[src/hw/nfsf_pkg.sv]
package nfsf_pkg;
   // clock, serial link and time mark timing
   localparam int CLK_HZ          = 125_000_000;
   localparam int BAUD            = 115_200;
   localparam int BIT_CYC         = CLK_HZ / BAUD;
   localparam int PPS_PERIOD_S    = 1;
   localparam int PPS_PERIOD_CYC  = CLK_HZ * PPS_PERIOD_S;
   localparam int PPS_HIGH_MS     = 100;
   localparam int PPS_HIGH_CYC    = (CLK_HZ / 1000) * PPS_HIGH_MS;

   // register byte offsets
   localparam logic [7:0] ADDR_CTRL   = 8'h00;
   localparam logic [7:0] ADDR_TIME   = 8'h04;
   localparam logic [7:0] ADDR_MSEC   = 8'h08;
   localparam logic [7:0] ADDR_LAT    = 8'h0C;
   localparam logic [7:0] ADDR_LON    = 8'h10;
   localparam logic [7:0] ADDR_INFO   = 8'h14;
   localparam logic [7:0] ADDR_ALT    = 8'h18;
   localparam logic [7:0] ADDR_STATUS = 8'h1C;

   // control bit positions and reset value
   localparam int CTRL_GGA_EN  = 0;
   localparam int CTRL_GLL_EN  = 1;
   localparam int CTRL_AUTO    = 2;
   localparam int CTRL_GO      = 3;
   localparam int CTRL_W       = 9;
   localparam logic [8:0] CTRL_RST = 9'h1F5;

   // info and altitude register field positions
   localparam int INFO_SOUTH = 4;
   localparam int INFO_WEST  = 5;
   localparam int INFO_QUAL  = 6;
   localparam int INFO_SATS  = 8;
   localparam int INFO_HDOP  = 16;
   localparam int INFO_VALID = 28;
   localparam int ALT_NEG    = 24;

   // sentence body lengths, dollar sign up to the last field
   localparam int GGA_LEN = 71;
   localparam int GLL_LEN = 46;
   localparam int TAIL_LEN = 5;
   localparam logic [7:0] SATS_MAX = 8'h16;

   // characters
   localparam logic [7:0] CH_SKIP  = 8'h00;
   localparam logic [7:0] CH_STAR  = 8'h2A;
   localparam logic [7:0] CH_CR    = 8'h0D;
   localparam logic [7:0] CH_LF    = 8'h0A;
   localparam logic [7:0] CH_MINUS = 8'h2D;
   localparam logic [7:0] CH_N     = 8'h4E;
   localparam logic [7:0] CH_S     = 8'h53;
   localparam logic [7:0] CH_E     = 8'h45;
   localparam logic [7:0] CH_W     = 8'h57;
   localparam logic [7:0] CH_A     = 8'h41;
   localparam logic [7:0] CH_V     = 8'h56;
   localparam logic [7:0] CH_ZERO  = 8'h30;

   typedef struct packed {
      logic [23:0] hms;
      logic [11:0] msec;
      logic [31:0] lat;
      logic [35:0] lon;
      logic        south;
      logic        west;
      logic [1:0]  qual;
      logic [7:0]  sats;
      logic [11:0] hdop;
      logic        valid;
      logic        alt_neg;
      logic [23:0] alt;
   } nfsf_fix_t;

   typedef enum logic [1:0] {ST_IDLE, ST_BODY, ST_TAIL} nfsf_state_t;
endpackage : nfsf_pkg

[src/hw/nfsf_formatter.sv]
`timescale 1ns/10ps
// Summary of operation
// - checksum is XOR of characters between dollar and asterisk, two hex.
// - time sent as hhmmss.sss, six digits, point, three digits.
// - latitude ddmm.mmmm, longitude dddmm.mmmm, leading zeros always sent.
// - latitude followed by N for north, S for south.
// - longitude followed by E for east, W for west.
// - fix quality digit 0 none, 1 standard, 2 differential.
// - satellites used as two digits, 00 to 16.
// - horizontal dilution two digits, point, one digit, 00.0 to 99.9.
// - altitude in metres, one fraction digit, then unit M.
// - geoid and age fields empty, station field carries no station.
// - fix-data order time, position, quality, sats, dilution, altitude.
// - lat/lon order position, time, status, mode, checksum.
// - lat/lon status A when valid, V when not.
// - lat/lon mode A autonomous, V when not valid.
// - low reset input resets; left undriven it reads high.
// - boot select high or open runs flash, low runs ROM.
// - time mark output pulses once each second.
// - serial link 115200 baud, eight data bits, no parity, one stop.
// - fix-data on by default, lat/lon sentence off by default.
module nfsf_formatter #(
   parameter int PPS_PERIOD_CYC = nfsf_pkg::PPS_PERIOD_CYC,
   parameter int PPS_HIGH_CYC   = nfsf_pkg::PPS_HIGH_CYC,
   parameter int BIT_CYC        = nfsf_pkg::BIT_CYC
) (
   input  wire logic        clk_sys,
   input  wire logic        nrst,
   input  wire logic        psel,
   input  wire logic        penable,
   input  wire logic        pwrite,
   input  wire logic [7:0]  paddr,
   input  wire logic [31:0] pwdata,
   output      logic [31:0] prdata,
   output      logic        pready,
   output      logic        pslverr,
   input  wire logic        boot_rom_n,
   output      logic        run_from_rom,
   output      logic        second_time_mark_out,
   output      logic        uart_txd
);
   localparam int PW = $clog2(PPS_PERIOD_CYC);
   localparam int BW = nfsf_pkg::GGA_LEN * 8;
   localparam int PAD_W = (nfsf_pkg::GGA_LEN - nfsf_pkg::GLL_LEN) * 8;

   logic [nfsf_pkg::CTRL_W-1:0] ctrl_ff;
   nfsf_pkg::nfsf_fix_t         fix_ff;
   nfsf_pkg::nfsf_fix_t         snap_ff;
   nfsf_pkg::nfsf_state_t       state_ff;
   logic [6:0]  idx_ff;
   logic [2:0]  tix_ff;
   logic [7:0]  csum_ff;
   logic        sel_gll_ff;
   logic        pend_gll_ff;
   logic [7:0]  sent_cnt_ff;
   logic [PW-1:0] pps_cnt_ff;
   logic        pps_tick;
   logic        mark_ff;
   logic        boot_meta_ff;
   logic        boot_sync_ff;
   logic        rom_ff;
   logic        wr_en;
   logic        go_pulse;
   logic        trigger;
   logic [1:0]  en_now;
   logic [BW-1:0] gga_body;
   logic [BW-1:0] gll_body;
   logic [BW-1:0] body;
   logic [7:0]  body_ch;
   logic [7:0]  tail_ch;
   logic [7:0]  tx_data;
   logic        tx_valid;
   logic        tx_ready;
   logic        tx_take;
   logic        body_last;
   logic [6:0]  body_len;

   // one decimal digit as an ascii character
   function automatic logic [7:0] dig(input logic [3:0] d);
      return {4'h3, d};
   endfunction : dig

   // upper-case hexadecimal character
   function automatic logic [7:0] hexc(input logic [3:0] n);
      return (n < 4'hA) ? {4'h3, n} : (8'h37 + {4'h0, n});
   endfunction : hexc

   function automatic logic [79:0] time_str(input logic [23:0] h,
                                            input logic [11:0] m);
      return {dig(h[23:20]), dig(h[19:16]), dig(h[15:12]),
              dig(h[11:8]), dig(h[7:4]), dig(h[3:0]), ".",
              dig(m[11:8]), dig(m[7:4]), dig(m[3:0])};
   endfunction : time_str

   function automatic logic [71:0] lat_str(input logic [31:0] v);
      return {dig(v[31:28]), dig(v[27:24]), dig(v[23:20]),
              dig(v[19:16]), ".", dig(v[15:12]), dig(v[11:8]),
              dig(v[7:4]), dig(v[3:0])};
   endfunction : lat_str

   function automatic logic [79:0] lon_str(input logic [35:0] v);
      return {dig(v[35:32]), lat_str(v[31:0])};
   endfunction : lon_str

   // altitude with sign and leading zeros squeezed out
   function automatic logic [63:0] alt_str(input logic        neg,
                                           input logic [23:0] a);
      logic [7:0] c4;
      logic [7:0] c3;
      logic [7:0] c2;
      logic [7:0] c1;
      c4 = (a[23:20] == 4'h0) ? nfsf_pkg::CH_SKIP : dig(a[23:20]);
      c3 = (a[23:16] == 8'h00) ? nfsf_pkg::CH_SKIP : dig(a[19:16]);
      c2 = (a[23:12] == 12'h000) ? nfsf_pkg::CH_SKIP : dig(a[15:12]);
      c1 = (a[23:8] == 16'h0000) ? nfsf_pkg::CH_SKIP : dig(a[11:8]);
      return {neg ? nfsf_pkg::CH_MINUS : nfsf_pkg::CH_SKIP,
              c4, c3, c2, c1, dig(a[7:4]), ".", dig(a[3:0])};
   endfunction : alt_str

   // APB: zero wait states, every access completes in its access phase
   assign pready  = 1'b1;
   assign wr_en   = psel & penable & pwrite;
   assign pslverr = psel & penable & (paddr > nfsf_pkg::ADDR_STATUS
                                      || paddr[1:0] != 2'b00);

   // read data is registered at setup so it stands through access
   always_ff @(posedge clk_sys or negedge nrst) begin
      if (!nrst) begin
         prdata <= 32'h0000_0000;
      end else if (psel & ~penable & ~pwrite) begin
         case (paddr)
            nfsf_pkg::ADDR_CTRL:   prdata <= {23'h0, ctrl_ff};
            nfsf_pkg::ADDR_TIME:   prdata <= {8'h00, fix_ff.hms};
            nfsf_pkg::ADDR_MSEC:   prdata <= {20'h0, fix_ff.msec};
            nfsf_pkg::ADDR_LAT:    prdata <= fix_ff.lat;
            nfsf_pkg::ADDR_LON:    prdata <= fix_ff.lon[31:0];
            nfsf_pkg::ADDR_INFO:   prdata <= {3'h0, fix_ff.valid,
                                      fix_ff.hdop, fix_ff.sats,
                                      fix_ff.qual, fix_ff.west,
                                      fix_ff.south, fix_ff.lon[35:32]};
            nfsf_pkg::ADDR_ALT:    prdata <= {7'h0, fix_ff.alt_neg,
                                              fix_ff.alt};
            nfsf_pkg::ADDR_STATUS: prdata <= {16'h0, sent_cnt_ff, 6'h0,
                                      rom_ff, state_ff != nfsf_pkg::ST_IDLE};
            default:               prdata <= 32'h0000_0000;
         endcase
      end
   end

   // control with fix-data on, lat/lon off after reset
   always_ff @(posedge clk_sys or negedge nrst) begin
      if (!nrst) begin
         ctrl_ff <= nfsf_pkg::CTRL_RST;
      end else if (wr_en && paddr == nfsf_pkg::ADDR_CTRL) begin
         ctrl_ff <= pwdata[nfsf_pkg::CTRL_W-1:0] & ~9'h008;
      end
   end
   assign go_pulse = wr_en && paddr == nfsf_pkg::ADDR_CTRL
                     && pwdata[nfsf_pkg::CTRL_GO];
   assign en_now = go_pulse ? pwdata[1:0] : ctrl_ff[1:0]; // go uses new ones

   // live fix registers, software rewrites them freely
   always_ff @(posedge clk_sys or negedge nrst) begin
      if (!nrst) begin
         fix_ff <= '0;
      end else if (wr_en) begin
         case (paddr)
            nfsf_pkg::ADDR_TIME: fix_ff.hms <= pwdata[23:0];
            nfsf_pkg::ADDR_MSEC: fix_ff.msec <= pwdata[11:0];
            nfsf_pkg::ADDR_LAT:  fix_ff.lat <= pwdata;
            nfsf_pkg::ADDR_LON:  fix_ff.lon[31:0] <= pwdata;
            nfsf_pkg::ADDR_INFO: begin
               fix_ff.lon[35:32] <= pwdata[3:0];
               fix_ff.south <= pwdata[nfsf_pkg::INFO_SOUTH];
               fix_ff.west  <= pwdata[nfsf_pkg::INFO_WEST];
               fix_ff.qual  <= pwdata[nfsf_pkg::INFO_QUAL +: 2];
               fix_ff.sats  <= pwdata[nfsf_pkg::INFO_SATS +: 8];
               fix_ff.hdop  <= pwdata[nfsf_pkg::INFO_HDOP +: 12];
               fix_ff.valid <= pwdata[nfsf_pkg::INFO_VALID];
            end
            nfsf_pkg::ADDR_ALT: begin
               fix_ff.alt     <= pwdata[23:0];
               fix_ff.alt_neg <= pwdata[nfsf_pkg::ALT_NEG];
            end
            default: ;
         endcase
      end
   end

   // boot strap synchronised, low selects ROM
   always_ff @(posedge clk_sys or negedge nrst) begin
      if (!nrst) begin
         boot_meta_ff <= 1'b1;
         boot_sync_ff <= 1'b1;
         rom_ff       <= 1'b0;
      end else begin
         boot_meta_ff <= boot_rom_n;
         boot_sync_ff <= boot_meta_ff;
         rom_ff       <= ~boot_sync_ff;
      end
   end
   assign run_from_rom = rom_ff;

   // one-second time mark, pulse high at start of second
   always_ff @(posedge clk_sys or negedge nrst) begin
      if (!nrst) begin
         pps_cnt_ff <= '0;
         mark_ff    <= 1'b0;
      end else begin
         pps_cnt_ff <= pps_tick ? '0 : pps_cnt_ff + PW'(1);
         mark_ff    <= pps_tick | (pps_cnt_ff < PW'(PPS_HIGH_CYC - 1));
      end
   end
   assign pps_tick = (pps_cnt_ff == PW'(PPS_PERIOD_CYC - 1));
   assign second_time_mark_out = mark_ff;

   // an update comes from software or from each second mark
   assign trigger = go_pulse | (ctrl_ff[nfsf_pkg::CTRL_AUTO] & pps_tick);

   always_comb begin
      gga_body = {"$GPGGA,", time_str(snap_ff.hms, snap_ff.msec), ",",
         lat_str(snap_ff.lat), ",",
         snap_ff.south ? nfsf_pkg::CH_S : nfsf_pkg::CH_N, ",",
         lon_str(snap_ff.lon), ",",
         snap_ff.west ? nfsf_pkg::CH_W : nfsf_pkg::CH_E, ",",
         // quality digit, unknown code reads as no fix
         (snap_ff.qual == 2'b11) ? nfsf_pkg::CH_ZERO
                                 : dig({2'b00, snap_ff.qual}), ",",
         (snap_ff.sats > nfsf_pkg::SATS_MAX)
            ? {dig(4'h1), dig(4'h6)}
            : {dig(snap_ff.sats[7:4]), dig(snap_ff.sats[3:0])}, ",",
         // dilution, two digits, point, one digit
         dig(snap_ff.hdop[11:8]), dig(snap_ff.hdop[7:4]), ".",
         dig(snap_ff.hdop[3:0]), ",",
         alt_str(snap_ff.alt_neg, snap_ff.alt),
         // unit, empty geoid and age, null station
         ",M,,,,", "0000"};
   end

   always_comb begin
      gll_body = {"$GPGLL,", lat_str(snap_ff.lat), ",",
         snap_ff.south ? nfsf_pkg::CH_S : nfsf_pkg::CH_N, ",",
         lon_str(snap_ff.lon), ",",
         snap_ff.west ? nfsf_pkg::CH_W : nfsf_pkg::CH_E, ",",
         time_str(snap_ff.hms, snap_ff.msec), ",",
         snap_ff.valid ? nfsf_pkg::CH_A : nfsf_pkg::CH_V, ",",
         snap_ff.valid ? nfsf_pkg::CH_A : nfsf_pkg::CH_V,
         {PAD_W{1'b0}}};
   end

   assign body     = sel_gll_ff ? gll_body : gga_body;
   assign body_len = sel_gll_ff ? 7'(nfsf_pkg::GLL_LEN)
                                : 7'(nfsf_pkg::GGA_LEN);
   assign body_ch  = body[(nfsf_pkg::GGA_LEN - 1 - idx_ff) * 8 +: 8];
   assign body_last = (idx_ff == body_len - 7'h01);

   always_comb begin
      case (tix_ff)
         3'h0:    tail_ch = nfsf_pkg::CH_STAR;
         3'h1:    tail_ch = hexc(csum_ff[7:4]);
         3'h2:    tail_ch = hexc(csum_ff[3:0]);
         3'h3:    tail_ch = nfsf_pkg::CH_CR;
         default: tail_ch = nfsf_pkg::CH_LF;
      endcase
   end

   // skipped altitude characters never reach the line
   assign tx_valid = (state_ff == nfsf_pkg::ST_TAIL) ||
                     (state_ff == nfsf_pkg::ST_BODY &&
                      body_ch != nfsf_pkg::CH_SKIP);
   assign tx_data  = (state_ff == nfsf_pkg::ST_TAIL) ? tail_ch : body_ch;
   assign tx_take  = tx_valid & tx_ready;

   // snapshot keeps one sentence pair coherent while software updates
   always_ff @(posedge clk_sys or negedge nrst) begin
      if (!nrst) begin
         snap_ff <= '0;
      end else if (state_ff == nfsf_pkg::ST_IDLE && trigger) begin
         snap_ff <= fix_ff;
      end
   end

   // sequencer, fix-data first then lat/lon, back to back
   always_ff @(posedge clk_sys or negedge nrst) begin
      if (!nrst) begin
         state_ff    <= nfsf_pkg::ST_IDLE;
         idx_ff      <= 7'h00;
         tix_ff      <= 3'h0;
         sel_gll_ff  <= 1'b0;
         pend_gll_ff <= 1'b0;
         sent_cnt_ff <= 8'h00;
      end else begin
         case (state_ff)
            nfsf_pkg::ST_IDLE: begin
               if (trigger && en_now != 2'b00) begin
                  state_ff    <= nfsf_pkg::ST_BODY;
                  idx_ff      <= 7'h00;
                  sel_gll_ff  <= ~en_now[nfsf_pkg::CTRL_GGA_EN];
                  pend_gll_ff <= &en_now;
               end
            end
            nfsf_pkg::ST_BODY: begin
               if (!tx_valid || tx_ready) begin
                  idx_ff <= idx_ff + 7'h01;
                  if (body_last) begin
                     state_ff <= nfsf_pkg::ST_TAIL;
                     tix_ff   <= 3'h0;
                  end
               end
            end
            nfsf_pkg::ST_TAIL: begin
               if (tx_ready) begin
                  tix_ff <= tix_ff + 3'h1;
                  if (tix_ff == 3'(nfsf_pkg::TAIL_LEN - 1)) begin
                     sent_cnt_ff <= sent_cnt_ff + 8'h01;
                     idx_ff      <= 7'h00;
                     if (pend_gll_ff) begin
                        pend_gll_ff <= 1'b0;
                        sel_gll_ff  <= 1'b1;
                        state_ff    <= nfsf_pkg::ST_BODY;
                     end else begin
                        state_ff <= nfsf_pkg::ST_IDLE;
                     end
                  end
               end
            end
            default: state_ff <= nfsf_pkg::ST_IDLE;
         endcase
      end
   end

   // running XOR, the leading dollar sign left out
   always_ff @(posedge clk_sys or negedge nrst) begin
      if (!nrst) begin
         csum_ff <= 8'h00;
      end else if (state_ff != nfsf_pkg::ST_BODY) begin
         if (state_ff == nfsf_pkg::ST_IDLE || tix_ff ==
             3'(nfsf_pkg::TAIL_LEN - 1)) begin
            csum_ff <= 8'h00;
         end
      end else if (tx_take && idx_ff != 7'h00) begin
         csum_ff <= csum_ff ^ body_ch;
      end
   end

   nfsf_uart_tx #(
      .BIT_CYC (BIT_CYC)
   ) u_tx (
      .clk_sys  (clk_sys),
      .nrst     (nrst),
      .tx_valid (tx_valid),
      .tx_data  (tx_data),
      .tx_ready (tx_ready),
      .txd      (uart_txd)
   );
   // nrst is the low-active reset pin; board pull-up when open
endmodule : nfsf_formatter

[src/hw/nfsf_uart_tx.sv]
`timescale 1ns/10ps
module nfsf_uart_tx #(
   parameter int BIT_CYC = nfsf_pkg::BIT_CYC
) (
   input  wire logic       clk_sys,
   input  wire logic       nrst,
   input  wire logic       tx_valid,
   input  wire logic [7:0] tx_data,
   output      logic       tx_ready,
   output      logic       txd
);
   localparam int CW = $clog2(BIT_CYC);

   logic [9:0]    shift_ff;
   logic [3:0]    bits_ff;
   logic [CW-1:0] baud_ff;

   assign tx_ready = (bits_ff == 4'h0);
   assign txd      = shift_ff[0];

   // start bit, eight data bits lsb first, one stop bit, no parity
   always_ff @(posedge clk_sys or negedge nrst) begin
      if (!nrst) begin
         shift_ff <= 10'h3FF;
         bits_ff  <= 4'h0;
         baud_ff  <= '0;
      end else if (tx_ready) begin
         if (tx_valid) begin
            shift_ff <= {1'b1, tx_data, 1'b0};
            bits_ff  <= 4'hA;
            baud_ff  <= '0;
         end
      end else if (baud_ff == CW'(BIT_CYC - 1)) begin
         baud_ff  <= '0;
         bits_ff  <= bits_ff - 4'h1;
         shift_ff <= {1'b1, shift_ff[9:1]};
      end else begin
         baud_ff <= baud_ff + CW'(1);
      end
   end
endmodule : nfsf_uart_tx

[config.mk]
export PLATFORM = sky130hd
export DESIGN_NAME = nfsf_formatter
export DESIGN_NICKNAME = d
export VERILOG_FILES = /design/src/hw/nfsf_pkg.sv /design/src/hw/nfsf_formatter.sv /design/src/hw/nfsf_uart_tx.sv
export SDC_FILE = /design/constraint.sdc
export NUM_CORES = 1
export LEC_CHECK = 0
export BUFFER_PORTS_ARGS = -buffer_cell sky130_fd_sc_hd__buf_2
export CELL_PAD_IN_SITES_DETAIL_PLACEMENT = 0
export CELL_PAD_IN_SITES_GLOBAL_PLACEMENT = 2
export CORE_MARGIN = 2
export CORE_UTILIZATION = 43
export DETAILED_ROUTE_END_ITERATION = 12
export GPL_TIMING_DRIVEN = 0
export PLACE_DENSITY_LB_ADDON = 0.15
export SLEW_MARGIN = 40
export SYNTH_ARGS = -nofsm -noshare
export SYNTH_HDL_FRONTEND = slang
export SYNTH_SLANG_ARGS = --single-unit
[constraint.sdc]
create_clock -name clk_sys -period 4.6 [get_ports clk_sys]
set_input_delay 1.15 -clock clk_sys [delete_from_list [all_inputs] [get_ports clk_sys]]
set_output_delay 1.15 -clock clk_sys [all_outputs]
set_load 0.05 [all_outputs]
Word level (Yosys, flattened, before mapping) --
Cells that the tools add are included.
Word-level totals: register bits after elaboration 434, output and inout bits 37
Operators by class: $add $sub $neg 10, $lt $le $gt $ge 5, equality and inequality tests 26, shifts and indexed selects 1, mux-type cells 56, bitwise logic cells 14, reduce and logical (&&, ||, !) cells 44
Operators by type and width (count):
- 568-bit by 33-bit variable part select with 8-bit output | 1
- 532-bit 2-to-1 mux | 1
- 32-bit case mux with 8 select lines | 1
- 7-bit 2-to-1 mux | 7
- 11-bit 2-to-1 mux | 3
- 8-bit by 5-bit == test with 1-bit output, second input constant | 4
- 8-bit 2-to-1 mux | 4
- 10-bit 2-to-1 mux | 3
- 6-bit 2-to-1 mux | 5
- 7-bit case mux with 4 select lines | 1
- 27-bit by 1-bit adder with 27-bit output, second input constant | 1
- 27-bit == test, second input constant | 1
- 27-bit by 24-bit less-than comparator with 1-bit output, second input constant | 1
- 27-bit 2-to-1 mux | 1
- 7-bit case mux with 3 select lines | 1
- 2-bit AND reduction | 9
- 8-bit by 4-bit == test with 1-bit output, second input constant | 2
- 8-bit by 5-bit greater-than comparator with 1-bit output, second input constant | 2
- 16-bit zero test | 1
- 8-bit zero test | 2
- 5-bit 2-to-1 mux | 3
- 5-bit AND reduction | 3
- 6-bit by 4-bit adder with 7-bit output, first input constant | 2
- 2-bit 2-to-1 mux | 7
- other kinds (42) | 90

Depth between registers and ports, before layout --
Gate-level depths: netlist of the first run.
word-level depth 11, depth in mapped cells 17, gate-level depth less buffers 11

Cells and area by module --
A second synthesis of the first run with hierarchy kept.
Second synthesis, totals: cell total of the unflattened synthesis 1958, area total of the unflattened synthesis 22312.6 sq um
Modules (own cells, without submodules):
- nfsf_formatter | times used 1, cells an instance 1822, area each 20986.4 sq um
- nfsf_uart_tx | times used 1, cells an instance 136, area each 1326.3 sq um

Worst setup path before layout of the first run --
Ideal clock, no wire load.
path type reg2reg, start point register idx_ff[0], end point register u_tx.shift_ff[3], data arrival time 3.622 ns, data required time 4.540 ns, setup slack 0.918 ns, stages on the path, launching flop included 18, path buffers 7, period minus slack after synthesis 3.682 ns, cells stage by stage dfrtp_1 buf_2 buf_4 inv_1 buf_2 buf_1 ha_1 buf_2 clkbuf_1 buf_1 o22ai_1 a221oi_1 o21ai_0 a41o_1 o211ai_1 o22ai_1 o311ai_2 o221a_2
Between the ends: longest elaborated chain between the ends 7, elaborated cells between the ends (all ways) 10, those cells by class 1 x add/sub; 1 x eq/ne; 1 x shift; 3 x mux; 4 x reduce/logical
RTL lines:
- start, declared | line nfsf_formatter.sv:50 | logic [6:0] idx_ff;
- start signal, assigned | line nfsf_formatter.sv:304 | idx_ff <= idx_ff + 7'h01;
- 7-bit by 7-bit subtractor with 8-bit output (*) | line nfsf_formatter.sv:254 | assign body_ch = body[(nfsf_pkg::GGA_LEN - 1 - idx_ff) * 8 +: 8];
- 568-bit by 33-bit variable part select with 8-bit output (*) | line nfsf_formatter.sv:254
- 8-bit nonzero test | line nfsf_formatter.sv:270 | body_ch != nfsf_pkg::CH_SKIP);
- 1-bit logical AND | line nfsf_formatter.sv:269 | (state_ff == nfsf_pkg::ST_BODY &&
- 1-bit logical OR | line nfsf_formatter.sv:268 | assign tx_valid = (state_ff == nfsf_pkg::ST_TAIL) ||
- 2-bit != test (no line)
- 2-bit AND reduction (no line)
- end signal, assigned | line nfsf_uart_tx.sv:29 | shift_ff <= {1'b1, tx_data, 1'b0};
- end signal, assigned | line nfsf_uart_tx.sv:36 | shift_ff <= {1'b1, shift_ff[9:1]};
- end, declared | line nfsf_uart_tx.sv:14 | logic [9:0] shift_ff;
Mark *: on every way between the ends. The rest lies on a longest branch, timed or not. The select of a mux whose other input is x is not followed. A chain may end at the register's enable or synchronous reset.

Worst setup path in the final report of the first run --
start point register idx_ff[1], end point register csum_ff[4]
Between the ends: longest elaborated chain between the ends 9, elaborated cells between the ends (all ways) 13, those cells by class 1 x add/sub; 1 x shift; 2 x mux; 2 x bitwise; 7 x reduce/logical
RTL lines:
- 7-bit by 7-bit subtractor with 8-bit output | line nfsf_formatter.sv:254
- 568-bit by 33-bit variable part select with 8-bit output | line nfsf_formatter.sv:254
- 8-bit nonzero test | line nfsf_formatter.sv:270
- 1-bit logical AND | line nfsf_formatter.sv:269
- 1-bit logical OR | line nfsf_formatter.sv:268
- 1-bit bitwise AND | line nfsf_formatter.sv:272 | assign tx_take = tx_valid & tx_ready;
- 1-bit logical AND | line nfsf_formatter.sv:341 | end else if (tx_take && idx_ff != 7'h00) begin
- 2-bit nonzero test (no line)
- 2-bit AND reduction (no line)
- end signal, assigned | line nfsf_formatter.sv:342 | csum_ff <= csum_ff ^ body_ch;
- end, declared | line nfsf_formatter.sv:52 | logic [7:0] csum_ff;
Several ways; a longest one is shown, not always the timed one. The select of a mux whose other input is x is not followed.

==> impl_metrics.tcl, run 1 <==
set metrics [dict create \
    yosys.area.top_type_share_pct 46.6 \
    cts.clk_slew.worst_paths_ps 50 \
    die_y_um 232 \
    hp-class "reg2reg" \
    hold_buffers 0 \
    max_cap_violations 0 \
    grt_start_max_net_pins 77 \
    vias_per_cell 6.46 \
    vias 18400 \
    synth_area_leaders "dfrtp_1, mux2_2, o21ai_0, dfstp_2, nand2_1" \
    regArea_um2 10900 \
    synth_cells 1986 \
    final_area_um2 25700 \
    dpl.hpwl_mm 71.0 \
    ys_types 95 \
    fin_skew_ps 29.5 \
    combPwrFrac_pct 46.3 \
    ys_seq_area_share_pct 48.7 \
    io_pins 83 \
    synthMostInstantiatedCell "dfrtp_1" \
    start_util_pct 43.5 \
    cellInternalPower_mw 8.24 \
    ant_nets 0 \
    cp_max_fo 10 \
    post_synth.cell_area_avg_um2 11.2 \
    grt_pass1_vias 18500 \
    path_delay_family "buffers and inverters" \
    fin_crit_ps 4550 \
    criticalPathCategory "reg2reg" \
    finalPower_mw 14.9 \
    cts_tree "built" \
    cts_buffers 47 \
    critPathBufInv 4 \
    outcome "completed" \
    clk_latency_ps 610 \
    setup_viol 0 \
    totalWireLength_mm 93.9 \
    power_leakage_nw 12.0 \
    fin_setup_tns_ps 0 \
    tightest_slew_ps 921 \
    ys_ff_latch 433 \
    syn-num-nets 2046 \
    multi_input_area_um2 10900 \
    peakVddDrop_uv 323 \
    synth_warnings 0 \
    required_ps 5040 \
    fill_cells 4680 \
    antenna_found_initial 6 \
    arrival_ps 4990 \
    power.switching_mw 6.67 \
    cts-root-buf "clkbuf_16" \
    max-slew-margin-rel_pct 38.6 \
    dieWidth_um 232 \
    synth_common_cells "dfrtp_1, mux2_2, nand2_1, nor2_1, o21ai_0" \
    setup_ws_ps 53.6 \
    start_kind "flip-flop" \
    synth_top_cell_by_area "dfrtp_1" \
    cpMaxStageDelayCell "a2111oi_1" \
    row_count 83 \
    max_freq_mhz 220 \
    ys.flop_type "dfrtp_1" \
    critPathCaptureType "flip-flop" \
    hold_viol 0 \
    grtUsageTotal_pct 35.2 \
    overflow 0 \
    cts.sinks 433 \
    sw_frac_of_total_pct 44.7 \
    synthToLayoutAreaGrowth_pct 15.2 \
    slew_viol_final 0 \
    pre_cts_ws_ps -1340 \
    grt_pass1_wl_mm 135 \
    power_density_nw_per_um2 580 \
    dieArea_um2 53700 \
    crit_top_cell "clkbuf_1" \
    p_clk_share_pct 26.1 \
    cts.htree.levels 2 \
    netlist_area_um2 22300 \
    drt_iter0_drc 1822 \
    drc 0 \
    postPlaceCellArea_um2 23900 \
    gp_congestion 1.03 \
    max_stage_delay_ps 790 \
    drive_above_1_share_pct 31.1 \
    cts_buffer_depth 3 \
    synth-edff-count 0 \
    routedWlPerCell_um 33.0 \
    crit_chain "ha_1 > buf_6 > xor2_1 > buf_2 > clkbuf_1 > clkbuf_1 > a31oi_1 > a2111oi_1 > a211oi_1 > nor3_1 > xnor2_1 > nor2_1" \
    core_area_um2 51300 \
    numPortBuffers 79 \
    first_pass_iters 8 \
    finish.net_count 2191 \
    fin_crit_sh_pct 98.8 \
    rsz0062_at_grt "no" \
    pwr-share-seq_pct 27.6 \
    synthArstFlopShare_pct 100 \
]
-- routing by layer --
metal	vias up	part of all wire, %	global-route usage, %
met5	-	0.026	0
met4	4	5.1	16.5
met3	218	7.5	7.06
met2	827	43	52.1
met1	9563	44	49.6
li1	7761	-	-
-- metrics by stage --
stage | hold slack [ps] | utilization, % | std cells
2_1_floorplan | 345 | - | 1986
3_3_place_gp | 345 | 45.9 | 2745
3_5_place_dp | 363 | 46.7 | 2758
4_1_cts | 369 | 49.9 | 2837
5_1_grt | 371 | 50.1 | 2842
6_report | 368 | 50.1 | 2844
-- layout by cell type, fill, tap and decap left out, types with 13 or more instances in the layout --
cell       Yosys  final
ha_1          14     14
xnor2_1       31     29
a22oi_1       54     54
clkbuf_2       1     27
o22ai_1       18     17
mux2i_1       35     35
a222oi_1      16     16
clkbuf_16      0     47
a221oi_1      25     23
o221ai_1      17     17
mux2_2       342    342
clkbuf_1      79     64
dfstp_2       18     18
dfrtp_1      415    415
a31oi_1       33     33
a22o_1        13     13
a211oi_1      17     17
nand3_1       43     43
buf_2         31    112
a21o_1        30     30
inv_1         35     34
a21oi_1       77     77
o21ai_0      102    101
nor2_1       115    107
nand4_1       15     15
xor2_1        18     16
nand2_1      115    114
nor3_1        42     38
-- final cells by class --
type	instances	area share (%)
antenna	3	0.0292
buffer	133	2.69
clock buffer	69	5.25
clock inverter	10	0.920
inverter	36	0.526
multi-input combinational	1384	42.5
sequential	433	42.3
tap	680	3.31
timing repair buffer	96	2.53
-- cells by family (layout without fill, tap and decap cells) --
kind of cell / Yosys count / count (layout) / share of synthesized area [%]
AOI/OAI and AO/OA: 504 / 504 / 16.1
muxes: 387 / 387 / 19.8
DFF: 433 / 433 / 48.7
and+or+nand+nor: 429 / 429 / 9.35
other: 1 / 4 / 0.0168
buffers and inverters: 169 / 344 / 3.28
adders and majority gates: 14 / 14 / 0.785
xor gates and xnor gates: 49 / 49 / 1.92
-- worst reg2reg max path, stage by stage (launching register included) --
cell and delay [ps]:
dfrtp_1 410, ha_1 210, buf_6 140, xor2_1 260
buf_2 380, clkbuf_1 670, clkbuf_1 560, a31oi_1 230
a2111oi_1 790, a211oi_1 240, nor3_1 290, xnor2_1 160
nor2_1 60
-- flip-flops by register name, summed over array words and instances, names as in the netlist, 3 cells and up --
name           count
csum_ff            8
prdata            32
u_tx.bits_ff       4
u_tx.shift_ff      9
tix_ff             3
snap_ff           30
ctrl_ff            8
u_tx.baud_ff      11
fix_ff           154
idx_ff             7
pps_cnt_ff        27
gga_body         124
sent_cnt_ff        8
-- path summary, 6_finish.rpt --
kind	from	to	slack, ps	cells after the start
max in group asynchronous	nrst	ctrl_ff[8]	2670	4
hold / removal	boot_meta_ff	boot_sync_ff	370	0
hold reg to reg	boot_meta_ff	boot_sync_ff	370	0
setup / recovery	idx_ff[1]	csum_ff[4]	50	12
setup reg to reg	idx_ff[1]	csum_ff[4]	50	12
min in group asynchronous	nrst	u_tx.baud_ff[1]	480	1
-- what timing repair did --
action | CTS | global route
buffers inserted | 0 | 3
resized for setup | 24 | 15
endpoints found under the setup margin | 29 | 26
pin swaps | 1 | 4
-- power by group through the flow --
stage               Clock, mW  Combinational [mW]  Sequential (mW)
global placement            0                6.27             4.18
finish                   3.89                6.90             4.12
CTS                      3.95                6.45             4.12
floorplan                   0                3.53             4.15
detailed placement          0                6.30             4.18
global route             4.12                7.06             4.14
Note: power is estimated with default switching activity, not from simulation.
==> run 2, diff against run 1 <==
- CORE_UTILIZATION: 43 -> 38
- REMOVE_ABC_BUFFERS: default -> 1
- clock period: 4.6 -> 3.8 ns (I/O delays scaled with it)
==> impl_metrics.tcl, run 2 (synthesis gave the netlist of run 1 again) <==
set metrics [dict create \
    outcome "completed" \
    post-route-util_pct 45.4 \
    grt_pass1_vias 17700 \
    dpl.hpwl_mm 54.3 \
    sw_frac_of_total_pct 41.7 \
    fin_setup_tns_ps 0 \
    cts.sinks 433 \
    dieWidth_um 246 \
    hold_buffers 0 \
    layout_common_cells "dfrtp_1, mux2_2, nand2_1" \
    arrival_ps 4260 \
    row_count 88 \
    core_area_um2 57800 \
    fin_crit_sh_pct 98.1 \
    drive_above_1_share_pct 34.0 \
    timing.critical_path.from "idx_ff[0]" \
    vias 17300 \
    dieArea_um2 60600 \
    max-slew-margin-rel_pct 43.1 \
    hp-class "in2async" \
    max_cap_violations 0 \
    drt_iter0_drc 1485 \
    setup_viol 0 \
    layout.cells.non_filler 2882 \
    antenna_found_initial 1 \
    totalWireLength_mm 76.5 \
    synthToLayoutAreaGrowth_pct 17.7 \
    hold_ws_ps 190 \
    start_kind "flip-flop" \
    grt_start_max_net_pins 76 \
    hold_viol 0 \
    p_clk_share_pct 27.4 \
    required_ps 4340 \
    dp_cells 2758 \
    finish.net_count 2139 \
    cts_tree "built" \
    cts-root-buf "clkbuf_16" \
    grt_pass1_wl_mm 116 \
    gp_congestion 0.931 \
    regMostFlops "fix_ff" \
    io_pins 83 \
    die_y_um 246 \
    first_pass_iters 6 \
    slew_viol_final 0 \
    start_util_pct 38.6 \
    overflow 0 \
    finalPower_mw 17.6 \
    power.switching_mw 7.35 \
    cts_buffers 50 \
    fin_skew_ps 44.9 \
    clk_latency_ps 620 \
    peakVddDrop_uv 468 \
    largest_reg_flops 154 \
    cp_max_fo 43 \
    cellInternalPower_mw 10.3 \
    combPwrFrac_pct 42.9 \
    vias_per_cell 6.00 \
    max_freq_mhz 268 \
    routedWlPerCell_um 26.6 \
    final_common_cell "dfrtp_1" \
    tightest_slew_ps 853 \
    rsz0062_at_grt "yes" \
    ant_nets 0 \
    pwr-share-seq_pct 29.7 \
    fin_crit_ps 3730 \
    cts.clk_slew.worst_paths_ps 60 \
    power_density_nw_per_um2 672 \
    criticalPathCategory "reg2reg" \
    grtUsageTotal_pct 25.5 \
    cts.htree.levels 2 \
    power_leakage_nw 12.3 \
    antenna_cells 0 \
    cts_buffer_depth 3 \
    critPathCaptureType "flip-flop" \
    numPortBuffers 81 \
    drc 0 \
    crit-reg2reg-launch "idx_ff[0]" \
]
## run 2: per-stage QoR
stage	cell area, µm²	setup slack [ps]
3_5_place_dp	24100	-1620
3_3_place_gp	23100	-7520
6_report	26300	73.0
5_1_grt	26300	-12.0
2_1_floorplan	21700	-2520
4_1_cts	26100	3.68
## run 2: worst max-delay path, cell delays in order, from the launching register on
cell and delay, ps:
dfrtp_4 510, buf_12 190, inv_8 220, ha_4 260
buf_16 200, inv_8 220, nand2_2 220, a21oi_1 200
a21oi_1 120, o41ai_4 370, buf_4 220, nor2_4 80
o211a_4 310, nor2_4 140, mux2_2 350
## run 2: area by class of cell
cell class,instances,area (µm²)
Sequential cell,433,10900
Clock buffer,74,1420
Fill cell,5476,31500
Clock inverter,16,218
Multi-Input combinational cell,1384,11200
Tap cell,765,957
Inverter,36,155
Timing Repair Buffer,174,1470
## run 2: worst paths after layout
check	slack (ps)	endpoint	depth (start not counted)
worst max-delay path	70	u_tx.shift_ff[5]	14
worst min-delay path	190	u_tx.baud_ff[9]	1
worst max register to register	70	u_tx.shift_ff[5]	14
worst min register to register	350	boot_sync_ff	0
max in group asynchronous	2150	ctrl_ff[2]	4
min in group clk_sys	350	boot_sync_ff	0
## run 2: repair_timing
action                                  CTS  global route
endpoints found under the setup margin   42            30
cloned                                    0             0
gates resized for setup                  28            13
setup buffers                            21            12
pin swaps                                 9             5
## run 2: power groups by stage
stage / clock network [mW] / logic, mW / registers, mW
after floorplan: 0 / 3.74 / 5.30
after global placement: 0 / 6.08 / 5.49
after detailed placement: 0 / 6.61 / 5.35
after CTS: 4.98 / 7.24 / 5.23
after global routing: 5.15 / 7.96 / 5.28
final: 4.83 / 7.56 / 5.24
## run 2: metal layers
layer / up-vias / wire length [µm] / GRT usage [%]
met1: 8971 / 34100 / 35.0
met3: 133 / 3720 / 3.51
met5: - / 0 / 0
met2: 486 / 36100 / 41.0
li1: 7690 / - / -
met4: 0 / 2570 / 9.23
==> run 3, diff against run 2 <==
- MAX_ROUTING_LAYER: default -> met4
==> impl_metrics.tcl, run 3 (synthesis gave the netlist of run 1 again) <==
set metrics [dict create \
    drt_iter0_drc 1382 \
    routedWlPerCell_um 26.8 \
    required_ps 4340 \
    vias_per_cell 6.01 \
    cts_buffer_depth 3 \
    criticalPathCategory "reg2reg" \
    grtUsageTotal_pct 26.4 \
    dieWidth_um 246 \
    post-route-util_pct 45.6 \
    cp-endpoint "u_tx.shift_ff[3]" \
    max-slew-margin-rel_pct 41.2 \
    regMostFlops "fix_ff" \
    hold_viol 0 \
    grt_pass1_vias 17500 \
    cts.htree.levels 2 \
    final_common_cell "dfrtp_1" \
    max_stage_delay_ps 650 \
    largest_reg_flops 154 \
    power_density_nw_per_um2 678 \
    layout_common_cells "dfrtp_1, mux2_2, nor2_1" \
    multi_input_area_um2 11200 \
    arrival_ps 4250 \
    regArea_um2 10900 \
    cts.clk_slew.worst_paths_ps 60 \
    finish.net_count 2143 \
    ant_nets 0 \
    start_util_pct 38.6 \
    vias 17400 \
    cts_buffers 50 \
    power_leakage_nw 12.3 \
    overflow 0 \
    fin_skew_ps 26.1 \
    tightest_slew_ps 881 \
    clk_latency_ps 610 \
    fin_crit_sh_pct 97.7 \
    dpl.hpwl_mm 55.0 \
    gp_congestion 0.931 \
    synthToLayoutAreaGrowth_pct 18.1 \
    cpMaxStageDelayCell "dfrtp_4" \
    core_area_um2 57800 \
    hp-class "in2async" \
    cp_max_fo 27 \
    first_pass_iters 5 \
    crit_chain "a2111o_1 > a21o_2 > o221a_4 > o41ai_2 > o2111ai_1 > a21oi_1 > o22ai_1 > o311ai_2 > o221a_2" \
    r2r_end "u_tx.shift_ff[3]" \
    cts_tree "built" \
    antenna_found_initial 0 \
    drive_above_1_share_pct 34.3 \
    max_freq_mhz 269 \
    drc 0 \
    slew_viol_final 0 \
    io_pins 83 \
    row_count 88 \
    totalWireLength_mm 77.5 \
    r2r_slack_ps 90 \
    max_cap_violations 0 \
    critPathCaptureType "flip-flop" \
    cts-root-buf "clkbuf_16" \
    cts.sinks 433 \
    reg2reg_depth 9 \
    grt_start_max_net_pins 70 \
    dieArea_um2 60600 \
    numPortBuffers 81 \
    peakVddDrop_uv 357 \
    grt_pass1_wl_mm 116 \
    timing.critical_path.from "idx_ff[4]" \
    outcome "completed" \
    start_kind "flip-flop" \
    finalPower_mw 17.9 \
    crit-reg2reg-launch "idx_ff[4]" \
    fin_crit_ps 3710 \
    die_y_um 246 \
    setup_viol 0 \
    fill_cells 5448 \
]
==> run 3: layout make-up <==
cell class	count	share of cell area, %
diodes	1	0.00950
clock buffers	67	5.14
clock inverters	25	1.08
inverters	36	0.627
multi-input cells	1384	42.4
flip-flops and latches	433	41.3
well taps	765	3.63
repair buffers	178	5.85
==> run 3: per-stage QoR <==
step	instances	hold WS (ps)	instance area (µm²)	TNS (ps)	worst slack [ps]
global route	2888	170	26300	-134	-90.9
global placement	2699	346	23100	-5035420	-7630
CTS	2869	162	26100	0	4.16
detailed placement	2761	347	24200	-64830	-1730
floorplan	1853	345	21700	-439110	-2520
finish	2889	181	26300	0	85.9
==> run 3: metal layers <==
metal | GRT usage, % | wire length [µm] | vias to the layer above
met5 | - | 0 | -
met4 | 7.51 | 2130 | 0
met3 | 3.69 | 4050 | 114
met2 | 41.5 | 36700 | 518
met1 | 35.7 | 34600 | 9037
li1 | - | - | 7707
==> run 3: timing repair <==
action	4_1_cts	5_1_grt
cloned	0	1
pin swaps	8	5
hold buffers	0	0
endpoints found under the setup margin	42	30
gates resized for setup	32	17
buffers inserted	16	17
==> run 3: worst max-delay path, delay by kind of cell, from the launching register on <==
family | cells | cell delay, ps
compound gates | 9 | 2980
flops | 1 | 650
==> run 3: where the power goes <==
part	internal, mW	leakage, nW	total [mW]	switching [mW]
combinational	2.71	5.63	7.78	5.08
clock	2.80	0.803	4.83	2.02
sequential	4.83	5.91	5.27	0.439
total	10.3	12.3	17.9	7.54
==> run 3: worst min-delay path by stage <==
stage	to	slack [ps]
global placement	boot_sync_ff	350
global route	u_tx.baud_ff[6]	170
detailed placement	boot_sync_ff	350
CTS	u_tx.baud_ff[6]	160
finish	tix_ff[2]	180
floorplan	boot_sync_ff	350
